--- src/verilog/slms_defs.vh ---
// Register map, field positions, reset values and timing for the lane block
`ifndef SLMS_DEFS_VH
`define SLMS_DEFS_VH
`define SLMS_ADDR_W 12
`define SLMS_OFF_FULL 12'h30C
`define SLMS_OFF_EMPTY 12'h30D
`define SLMS_OFF_LOSS_EN 12'h311
`define SLMS_OFF_PULSE 12'h312
`define SLMS_OFF_PHY_TEST 12'h315
`define SLMS_OFF_LANE6 12'h30B
`define SLMS_RST_LANE6 3'h6
`define SLMS_RST_LOSS_EN 4'h0
`define SLMS_RST_PULSE 8'h00
`define SLMS_RST_PHY_TEST 8'h00
`define SLMS_BIT_EOF0 0
`define SLMS_BIT_EOF1 1
`define SLMS_BIT_EOMF0 2
`define SLMS_BIT_EOMF1 3
`define SLMS_CODE_HI 7
`define SLMS_CODE_LO 4
`define SLMS_PCLK_DIV 4
`endif

--- src/verilog/slms_sync_pulse.v ---
// Error-report pulse generator for one sync-request output
`timescale 1ns/1ps
module slms_sync_pulse #(
    parameter HALF = 2 // System cycles in half a PCLK cycle
) (
    input wire clk_in,
    input wire reset_in,
    input wire ce_in,
    input wire trigger_in, // One-cycle loss event
    input wire [3:0] code_in, // Shared pulse code
    output reg sync_n_out // Active low request
);
    // Low time is (2*code+1) half PCLK cycles
    reg [7:0] halves; // Remaining half periods
    reg [7:0] tick; // Cycles within half period

    // Retrigger restarts the count; pulse never shorter than code
    always @(posedge clk_in) begin
        if (reset_in) begin
            halves <= 8'h00;
            tick <= 8'h00;
            sync_n_out <= 1'b1;
        end else if (ce_in) begin
            if (trigger_in) begin
                halves <= {3'b000, code_in, 1'b1};
                tick <= 8'h00;
                sync_n_out <= 1'b0;
            end else if (halves != 8'h00) begin
                if (tick == HALF - 1) begin
                    tick <= 8'h00;
                    halves <= halves - 8'h01;
                    if (halves == 8'h01) begin
                        sync_n_out <= 1'b1;
                    end
                end else begin
                    tick <= tick + 8'h01;
                end
            end
        end
    end
endmodule // slms_sync_pulse

--- src/verilog/slms_lane_map_sync.v ---
// Lane six mapping, FIFO flags, sync-request generation and PHY test enable
// How it works
// - Code n routes physical lane n to six
// - Full flags, bit x for lane x
// - Empty flags, bit x for lane x
// - Multiframe loss enable gates output one
// - Multiframe loss enable gates output zero
// - Frame loss enable gates output one
// - Frame loss enable gates output zero
// - Low for half plus code PCLK cycles
// - One pulse code shared by both outputs
// - Eight-bit PHY test clock ungate, reset zero
//
// Added by the designer: the plain strobed port.
`timescale 1ns/1ps
`include "slms_defs.vh"
module slms_lane_map_sync #(
    parameter LANES = 8, // Physical serial lanes
    parameter DATA_W = 32, // Lane word width
    parameter PCLK_DIV = `SLMS_PCLK_DIV // System cycles per PCLK
) (
    input wire CLK_IN,
    input wire RESET_IN,
    input wire CE_IN,
    input wire [`SLMS_ADDR_W-1:0] ADDR_IN,
    input wire [7:0] WDATA_IN,
    input wire WR_IN,
    input wire RD_IN,
    output reg [7:0] RDATA_OUT,
    input wire [LANES*DATA_W-1:0] LANE_DATA_IN, // Serial lane words
    input wire [LANES-1:0] FIFO_FULL_IN, // Per-lane FIFO full
    input wire [LANES-1:0] FIFO_EMPTY_IN, // Per-lane FIFO empty
    input wire [1:0] FRAME_LOSS_IN, // Frame loss per decoder
    input wire [1:0] MFRAME_LOSS_IN, // Multiframe loss per decoder
    output reg [DATA_W-1:0] LANE6_DATA_OUT, // Logical lane six
    output wire SYNC_N_0_OUT, // Sync request 0, low active
    output wire SYNC_N_1_OUT, // Sync request 1, low active
    output reg [7:0] PHY_CLK_UNGATE_OUT // PHY BER clock ungate
);
    // Control registers
    reg [2:0] lane_six_source_select; // Lane six source
    reg [3:0] loss_en; // Loss enables
    reg [7:0] pulse_reg; // Pulse code in high nibble
    // Pin synchronisers for asynchronous flags
    reg [LANES-1:0] full_s1;
    reg [LANES-1:0] full_s2;
    reg [LANES-1:0] empty_s1;
    reg [LANES-1:0] empty_s2;
    reg [1:0] fl_s1;
    reg [1:0] fl_s2;
    reg [1:0] fl_d;
    reg [1:0] ml_s1;
    reg [1:0] ml_s2;
    reg [1:0] ml_d;
    wire [3:0] error_report_pulse_code;
    wire [1:0] frame_rise;
    wire [1:0] mframe_rise;
    wire [1:0] trig;
    reg [DATA_W-1:0] next_lane6;
    reg [7:0] next_rdata;
    integer i;

    assign error_report_pulse_code =
        pulse_reg[`SLMS_CODE_HI:`SLMS_CODE_LO];
    assign frame_rise = fl_s2 & ~fl_d;
    assign mframe_rise = ml_s2 & ~ml_d;
    // Loss events gated by their enables
    assign trig[0] = (frame_rise[0] & loss_en[`SLMS_BIT_EOF0])
        | (mframe_rise[0] & loss_en[`SLMS_BIT_EOMF0]);
    assign trig[1] = (frame_rise[1] & loss_en[`SLMS_BIT_EOF1])
        | (mframe_rise[1] & loss_en[`SLMS_BIT_EOMF1]);

    // Two-stage synchronisers, then edge registers
    always @(posedge CLK_IN) begin
        if (RESET_IN) begin
            full_s1 <= {LANES{1'b0}};
            full_s2 <= {LANES{1'b0}};
            empty_s1 <= {LANES{1'b0}};
            empty_s2 <= {LANES{1'b0}};
            fl_s1 <= 2'h0;
            fl_s2 <= 2'h0;
            fl_d <= 2'h0;
            ml_s1 <= 2'h0;
            ml_s2 <= 2'h0;
            ml_d <= 2'h0;
        end else if (CE_IN) begin
            full_s1 <= FIFO_FULL_IN;
            full_s2 <= full_s1;
            empty_s1 <= FIFO_EMPTY_IN;
            empty_s2 <= empty_s1;
            fl_s1 <= FRAME_LOSS_IN;
            fl_s2 <= fl_s1;
            fl_d <= fl_s2;
            ml_s1 <= MFRAME_LOSS_IN;
            ml_s2 <= ml_s1;
            ml_d <= ml_s2;
        end
    end

    // Lane six crossbar; out-of-range code falls back to lane 0
    always @* begin
        next_lane6 = LANE_DATA_IN[DATA_W-1:0];
        for (i = 0; i < LANES; i = i + 1) begin
            if (lane_six_source_select == i[2:0]) begin
                next_lane6 = LANE_DATA_IN[i*DATA_W +: DATA_W];
            end
        end
    end

    // Read mux; unmapped addresses read zero
    always @* begin
        next_rdata = 8'h00;
        case (ADDR_IN)
            `SLMS_OFF_FULL: begin
                next_rdata[LANES-1:0] = full_s2;
            end
            `SLMS_OFF_EMPTY: begin
                next_rdata[LANES-1:0] = empty_s2;
            end
            `SLMS_OFF_LOSS_EN: begin
                next_rdata = {4'h0, loss_en};
            end
            `SLMS_OFF_PULSE: begin
                next_rdata = pulse_reg;
            end
            `SLMS_OFF_PHY_TEST: begin
                next_rdata = PHY_CLK_UNGATE_OUT;
            end
            `SLMS_OFF_LANE6: begin
                next_rdata = {5'h00, lane_six_source_select};
            end
            default: begin
                next_rdata = 8'h00;
            end
        endcase
    end

    // Register writes, read data and lane output
    always @(posedge CLK_IN) begin
        if (RESET_IN) begin
            lane_six_source_select <= `SLMS_RST_LANE6;
            loss_en <= `SLMS_RST_LOSS_EN;
            pulse_reg <= `SLMS_RST_PULSE;
            PHY_CLK_UNGATE_OUT <= `SLMS_RST_PHY_TEST;
            RDATA_OUT <= 8'h00;
            LANE6_DATA_OUT <= {DATA_W{1'b0}};
        end else if (CE_IN) begin
            LANE6_DATA_OUT <= next_lane6;
            // Read data valid only the cycle after the strobe
            RDATA_OUT <= RD_IN ? next_rdata : 8'h00;
            if (WR_IN) begin
                case (ADDR_IN)
                    `SLMS_OFF_LOSS_EN: begin
                        loss_en <= WDATA_IN[3:0]; // Top nibble reserved
                    end
                    `SLMS_OFF_PULSE: begin
                        pulse_reg <= WDATA_IN;
                    end
                    `SLMS_OFF_PHY_TEST: begin
                        PHY_CLK_UNGATE_OUT <= WDATA_IN;
                    end
                    `SLMS_OFF_LANE6: begin
                        lane_six_source_select <= WDATA_IN[2:0];
                    end
                    default: begin
                        loss_en <= loss_en; // Read-only or unmapped
                    end
                endcase
            end
        end
    end

    // Half a PCLK in system cycles
    localparam HALF_PCLK = (PCLK_DIV / 2 < 1) ? 1 : PCLK_DIV / 2;

    // One generator per output, sharing one code
    genvar g;
    generate
        for (g = 0; g < 2; g = g + 1) begin : gen_sync
            wire sync_n;
            slms_sync_pulse #(
                .HALF(HALF_PCLK)
            ) u_pulse (
                .clk_in(CLK_IN),
                .reset_in(RESET_IN),
                .ce_in(CE_IN),
                .trigger_in(trig[g]),
                .code_in(error_report_pulse_code),
                .sync_n_out(sync_n)
            );
        end
    endgenerate
    assign SYNC_N_0_OUT = gen_sync[0].sync_n;
    assign SYNC_N_1_OUT = gen_sync[1].sync_n;
endmodule // slms_lane_map_sync

--- config.mk ---
export PLATFORM = sky130hd
export DESIGN_NAME = slms_lane_map_sync
export DESIGN_NICKNAME = d
export VERILOG_FILES = /design/src/verilog/slms_sync_pulse.v /design/src/verilog/slms_lane_map_sync.v
export VERILOG_INCLUDE_DIRS = /design/src /design/src/verilog
export SDC_FILE = /design/constraint.sdc
export NUM_CORES = 1
export LEC_CHECK = 0
export ABC_AREA = 0
export CAP_MARGIN = 25
export CORE_AREA = 3 3 135 137
export CTS_CLUSTER_SIZE = 10
export DETAILED_ROUTE_END_ITERATION = 12
export DIE_AREA = 0 0 138 140
export DONT_BUFFER_PORTS = 1
export MAX_ROUTING_LAYER = met4
export PLACE_DENSITY = 0.67
export SKIP_CTS_REPAIR_TIMING = 1
export SLEW_MARGIN = 20
export SYNTH_ARGS = -nofsm -noshare
export SYNTH_HDL_FRONTEND = slang
export SYNTH_HIERARCHICAL = 1
export SYNTH_SLANG_ARGS = --single-unit
--- constraint.sdc ---
create_clock -name CLK_IN -period 3.4 [get_ports CLK_IN]
set_clock_uncertainty 0.2 [all_clocks]
set_input_delay 0.68 -clock CLK_IN [delete_from_list [all_inputs] [get_ports CLK_IN]]
set_output_delay 0.68 -clock CLK_IN [all_outputs]
set_load 0.005 [all_outputs]
==> Yosys cells after proc, flatten, opt, wreduce, memory -nomap -nowiden <==
Cells that the tools add are included.
{ "classes": {"n_bitwise": 10, "n_reduce_logical": 18, "muxes": 29, "n_addsub": 4, "eq_ne": 17} }
{ "op_table": {"columns": ["operator", "count"], "rows": [
  ["$mux W32", 7],
  ["$mux W8", 13],
  ["$eq A12 B10 Y1 const B", 6],
  ["$pmux W8 S6", 1],
  ["$eq A8 B1 Y1 const B", 4],
  ["$reduce_and A3 Y1", 6],
  ["$add A8 B1 Y8 const B", 2],
  ["$reduce_bool A8 Y1", 2],
  ["$sub A8 B1 Y8 const B", 2],
  ["$eq A3 B3 Y1 const B", 4],
  ["$reduce_bool A2 Y1", 6],
  ["$mux W1", 8],
  ["$reduce_and A4 Y1", 2],
  ["$eq A3 B2 Y1 const B", 2],
  ["$and A1 B1 Y1", 4],
  ["$and A2 B2 Y2", 2],
  ["$not A2 Y2", 2],
  ["$reduce_and A2 Y1", 2],
  ["$eq A3 B1 Y1 const B", 1],
  ["$or A1 B1 Y1", 2]
]} }
{ "totals": {"in_bits": 301, "elab_cells": 100, "out_inout_bits": 50, "register_bits": 141} }

==> Depth between registers and ports, before layout <==
{ "logic_depth": {"depth_word": 8, "ltp_mapped": 8, "mapped_depth_nobuf": 7} }

==> Modules after synthesis <==
Netlist, hierarchy kept.
{ "by_module_without_submodules": {"columns": ["module", "seq_area_each_um2", "n_inst", "area_per_inst_um2", "cells_each"], "rows": [
  ["slms_lane_map_sync", 2142.1, 1, 5826.8, 658],
  ["slms_sync_pulse", 340.3, 2, 942.2, 111]
]} }

==> Worst setup path after synthesis <==
Ideal clock, no wire load.
{ "synth_timing": {"path_type": "input to register", "start": "input ADDR_IN[5]", "end": "register lane_six_source_select[1]", "t_required_ps": 3080, "arrival_time_ps": 2164, "stages": 5, "setup_ps": 120, "setup_slack_ps": 917, "path_buffers": 1, "path_cell_list": "or3_1 buf_2 or4_4 o21a_1 a211o_1"} }
{ "synth_via": {"elab_chain_len": 2} }
{ "synth_rtl": {"columns": ["item", "line_no", "rtl"], "rows": [
  ["start, declared", "slms_lane_map_sync.v:25", "input wire [`SLMS_ADDR_W-1:0] ADDR_IN,"],
  ["$eq A12 B10 Y1", "slms_lane_map_sync.v:152", "case (ADDR_IN)"],
  ["$reduce_and A3 Y1 (no line)", null, null],
  ["end signal, assigned", "slms_lane_map_sync.v:141", "lane_six_source_select <= `SLMS_RST_LANE6;"],
  ["end signal, assigned", "slms_lane_map_sync.v:163", "lane_six_source_select <= WDATA_IN[2:0];"],
  ["end, declared", "slms_lane_map_sync.v:41", "reg [2:0] lane_six_source_select;"]
]} }
Every way passes these cells.
A chain may end at the register's enable or synchronous reset.

==> Worst setup path after layout <==
{ "layout_timing": {"start": "register lane_six_source_select[1]", "end": "register LANE6_DATA_OUT[21]"} }
{ "layout_via": {"elab_chain_len": 8, "elab_cells_between_ends": 14, "classes_between": "eq/ne (7); mux (7)"} }
{ "layout_rtl": {"columns": ["item", "line_no", "rtl"], "rows": [
  ["$eq A3 B1 Y1", "slms_lane_map_sync.v:104", "if (lane_six_source_select == i[2:0]) begin"],
  ["$mux W32 (6 in a row)", "slms_lane_map_sync.v:104", null],
  ["$mux W32 (*)", "slms_lane_map_sync.v:104", null],
  ["end signal, assigned", "slms_lane_map_sync.v:146", "LANE6_DATA_OUT <= {DATA_W{1'b0}};"],
  ["end signal, assigned", "slms_lane_map_sync.v:148", "LANE6_DATA_OUT <= next_lane6;"],
  ["end, declared", "slms_lane_map_sync.v:35", "output reg [DATA_W-1:0] LANE6_DATA_OUT,"]
]} }
Every way passes the cells marked *; elsewhere a longest branch is shown, timed or not.

==> run metrics <==
status complete, no violations; starting density of the core between 40% and 50%; Register Area around 0.0028 mm^2; Pre-antenna DRT Iters 5; maximum clock rate approximately 0.42 GHz; Mapped Area between 0.007 and 0.008 mm^2; Async S/R FF share, synth 0%; reg2reg end LANE6_DATA_OUT[21]; Die Area between 0.015 and 0.02 mm^2; Worst Setup SP lane_six_source_select[1]; Syn. warnings 6; adder-cell share of the synthesized area around 1.6%; Synth Area in Simple Gates 18.0%; Worst path most repeated cell buf_4; sw frac around a quarter; Worst setup EP type flop; slowest stage delay, CP approximately 0.59 ns; most common cell after layout, fill and taps aside dfxtp_1; first-pass GRT wire length between 30000 and 40000 um; RSZ-0062 raised after global routing no; final setup fails 0; Yosys reg bits about 140; DR WL/cell about 25 um; number of synthesized flops with an enable pin 0; largest family of logic cells by synthesized area compound AO/OA/AOI/OAI gates; fin util approximately 50%; Die X between 100 and 150 um; Row Count 48; total CTS buffers 17; detailed-route DRC error count 0; startpoint types flop; Top FF cell, synth dfxtp_1; global route overflow 0; hold endpoint fl_s2[1]; routability cong. ~0.94; Final Hold Fails 0; leakage 3.15 nW; CP max-delay cell dfxtp_2; Gate power share approximately 5.0%; CP Cell Sequence buf_4 > nand2b_1 > buf_4 > o221ai_1 > o21ai_0 > a22o_1; Multi-input gate area between 0.004 and 0.005 mm^2; most frequent cells in the layout dfxtp_1, nor2_1, o21ai_0, o22ai_1, mux2i_1; Port Buf Inserts 0; hold path depth 1; Routed WL ~27000 um; clock share of power 48.9%; initial DRC count 610; vias after detailed routing 6942; Synth Area in Compound Gates around a quarter; sequential share of power a little under half; Switch Pwr 970 uW; via/cell ratio roughly 6.3; Syn Nets approximately 1200; Final TNS setup 0 ns; fin crit period 2.36 ns; fill count between 1500 and 2000; CP Max Fanout 32; hold path startpoint RESET_IN; largest registers LANE6_DATA_OUT x32, gen_sync.u_pulse/halves x16, gen_sync.u_pulse/tick x16; CTS root buf clkbuf_16; post-synth cell types 54; pwr/cell area approximately 440 mW/mm^2; Ports roughly 350; vias in the first global route 6521; largest net degree at the start of global routing between 80 and 90; Largest Register LANE6_DATA_OUT; Final #Nets 1152; antenna violations before repair 18; CTS clk-pin slew, worst paths ~0.070 ns; Setup Crit Path Kind reg -> reg; Mapped Avg Cell Area ~9 um^2; R2R setup slack ~1.0 ns; CP arrival approximately 2.5 ns; H-tree levels 4; post-synthesis sequential area ratio 36.6%; Hold Crit Class in -> reg; mux cell area share after synthesis between 10% and 20%; Synth Instances slightly below 900; Tightest Pin Transition ~1.0 ns; most area-hungry cell type in the Yosys netlist dfxtp_1; fin crit share 69.4%; Post-Synth XOR/XNOR Area about 1.6%; Worst EP required approximately 3.5 ns; reg2reg path depth 6; post-route ant nets 0; GRT Overall Usage 27.1%; fin. max-slew vios 0; CTS tree done; top cells by area, synth dfxtp_1, mux2i_1, nor2_1; Worst-Skew Late Latency 0.42 ns; Largest register FFs 32; relative slew slack between 30% and 40%; Peak supply drop between 300 and 400 uV; synth-to-layout area growth 9.69%; Core ar. 0.0172 mm^2; die height between 100 and 150 um; DP Wirelength around 21000 um; Max Root-Sink Buffers 2; worst reg2reg path startpoint lane_six_source_select[1]; max_cap viols 0; Yosys top cell area share a little over a third; CTS sink count 141; P_int approximately 2.8 mW; layout cells sized above 1 ~11%
-- cell families after synthesis --
kind of cell	after synthesis
and+or+nand+nor	259
muxes	96
AOI/OAI and AO/OA	283
buffers and inverters	77
xor gates and xnor gates	14
DFF	141
adders and majority gates	10
-- power groups by stage --
stage / Clock, mW / Sequential, mW / Combinational (mW)
detailed placement: 0 / 1.77 / 0.186
finish: 1.84 / 1.73 / 0.187
CTS: 1.87 / 1.73 / 0.187
global placement: 0 / 1.77 / 0.182
floorplan: 0 / 1.76 / 0.186
global route: 1.95 / 1.74 / 0.208
-- per-stage QoR --
| step | hold slack, ns | instance area, um^2 | power, mW | worst slack (ns) | instances |
|---|---|---|---|---|---|
| finish | 0.136 | 8460 | 3.76 | 1.04 | 1097 |
| global route | 0.107 | 8450 | 3.89 | 0.872 | 1095 |
| detailed placement | 0.279 | 7820 | 1.96 | 0.744 | 1047 |
| global placement | 0.264 | 7820 | 1.95 | 0.852 | 1047 |
| floorplan | 0.246 | 7710 | 1.94 | 0.917 | 880 |
| CTS | 0.107 | 8410 | 3.79 | 1.05 | 1079 |
-- layout make-up --
type,instances,area share (%)
diodes,18,0.533
clock buffers,17,5.03
clock inverters,15,2.00
inverters,6,0.266
multi-input cells,662,54.3
flip-flops and latches,141,33.4
well taps,225,3.33
repair buffers,13,1.15
-- worst max-delay path, delay by kind of cell (launching register included) --
family,cells,cell delay (ns)
AND/OR/NAND/NOR,1,0.09
flip-flops,1,0.59
AO/OA/AOI/OAI,3,0.71
buffers and inverters,2,0.65
-- worst max-delay path by stage --
stage                                            to  slack (ns)  depth (start not counted)
after floorplan           lane_six_source_select[1]        0.92                          5
after global placement                 RDATA_OUT[0]        0.85                          4
after detailed placement               RDATA_OUT[0]        0.74                          4
after CTS                         LANE6_DATA_OUT[0]        1.05                          6
after global routing              LANE6_DATA_OUT[1]        0.87                          4
final                            LANE6_DATA_OUT[21]        1.04                          6
-- cell usage after synthesis, types with 3 or more instances --
master	n
o221ai_1	32
nand2b_1	8
nor4_4	4
mux2i_1	64
dfxtp_1	141
nor2b_1	5
xnor2_1	10
mux2_2	32
nand3b_1	6
a22o_1	34
a21o_1	3
nand2_1	39
clkbuf_1	53
buf_1	5
nor2_1	124
nor4_1	7
o21ai_1	12
buf_2	11
nor3_2	5
o21ai_0	69
or4_1	9
or3_1	3
xor2_1	4
a22oi_1	7
a211oi_1	6
a21boi_1	6
nand4b_1	3
a21oi_1	14
nor3_1	11
and4b_1	17
nand3_1	7
a221oi_1	6
ha_1	10
o31ai_1	6
inv_1	6
a211o_1	9
o22ai_1	65
nand4_1	3
-- routing by layer --
| metal | vias up | share of wire (%) | GRT usage [%] |
|---|---|---|---|
| met4 | 0 | 2.6 | 8.16 |
| li1 | 3306 | - | - |
| met1 | 3240 | 41 | 33.2 |
| met3 | 43 | 13 | 13.3 |
| met5 | - | 0 | - |
| met2 | 353 | 44 | 39.6 |
Power figures use the tool's default switching activity.
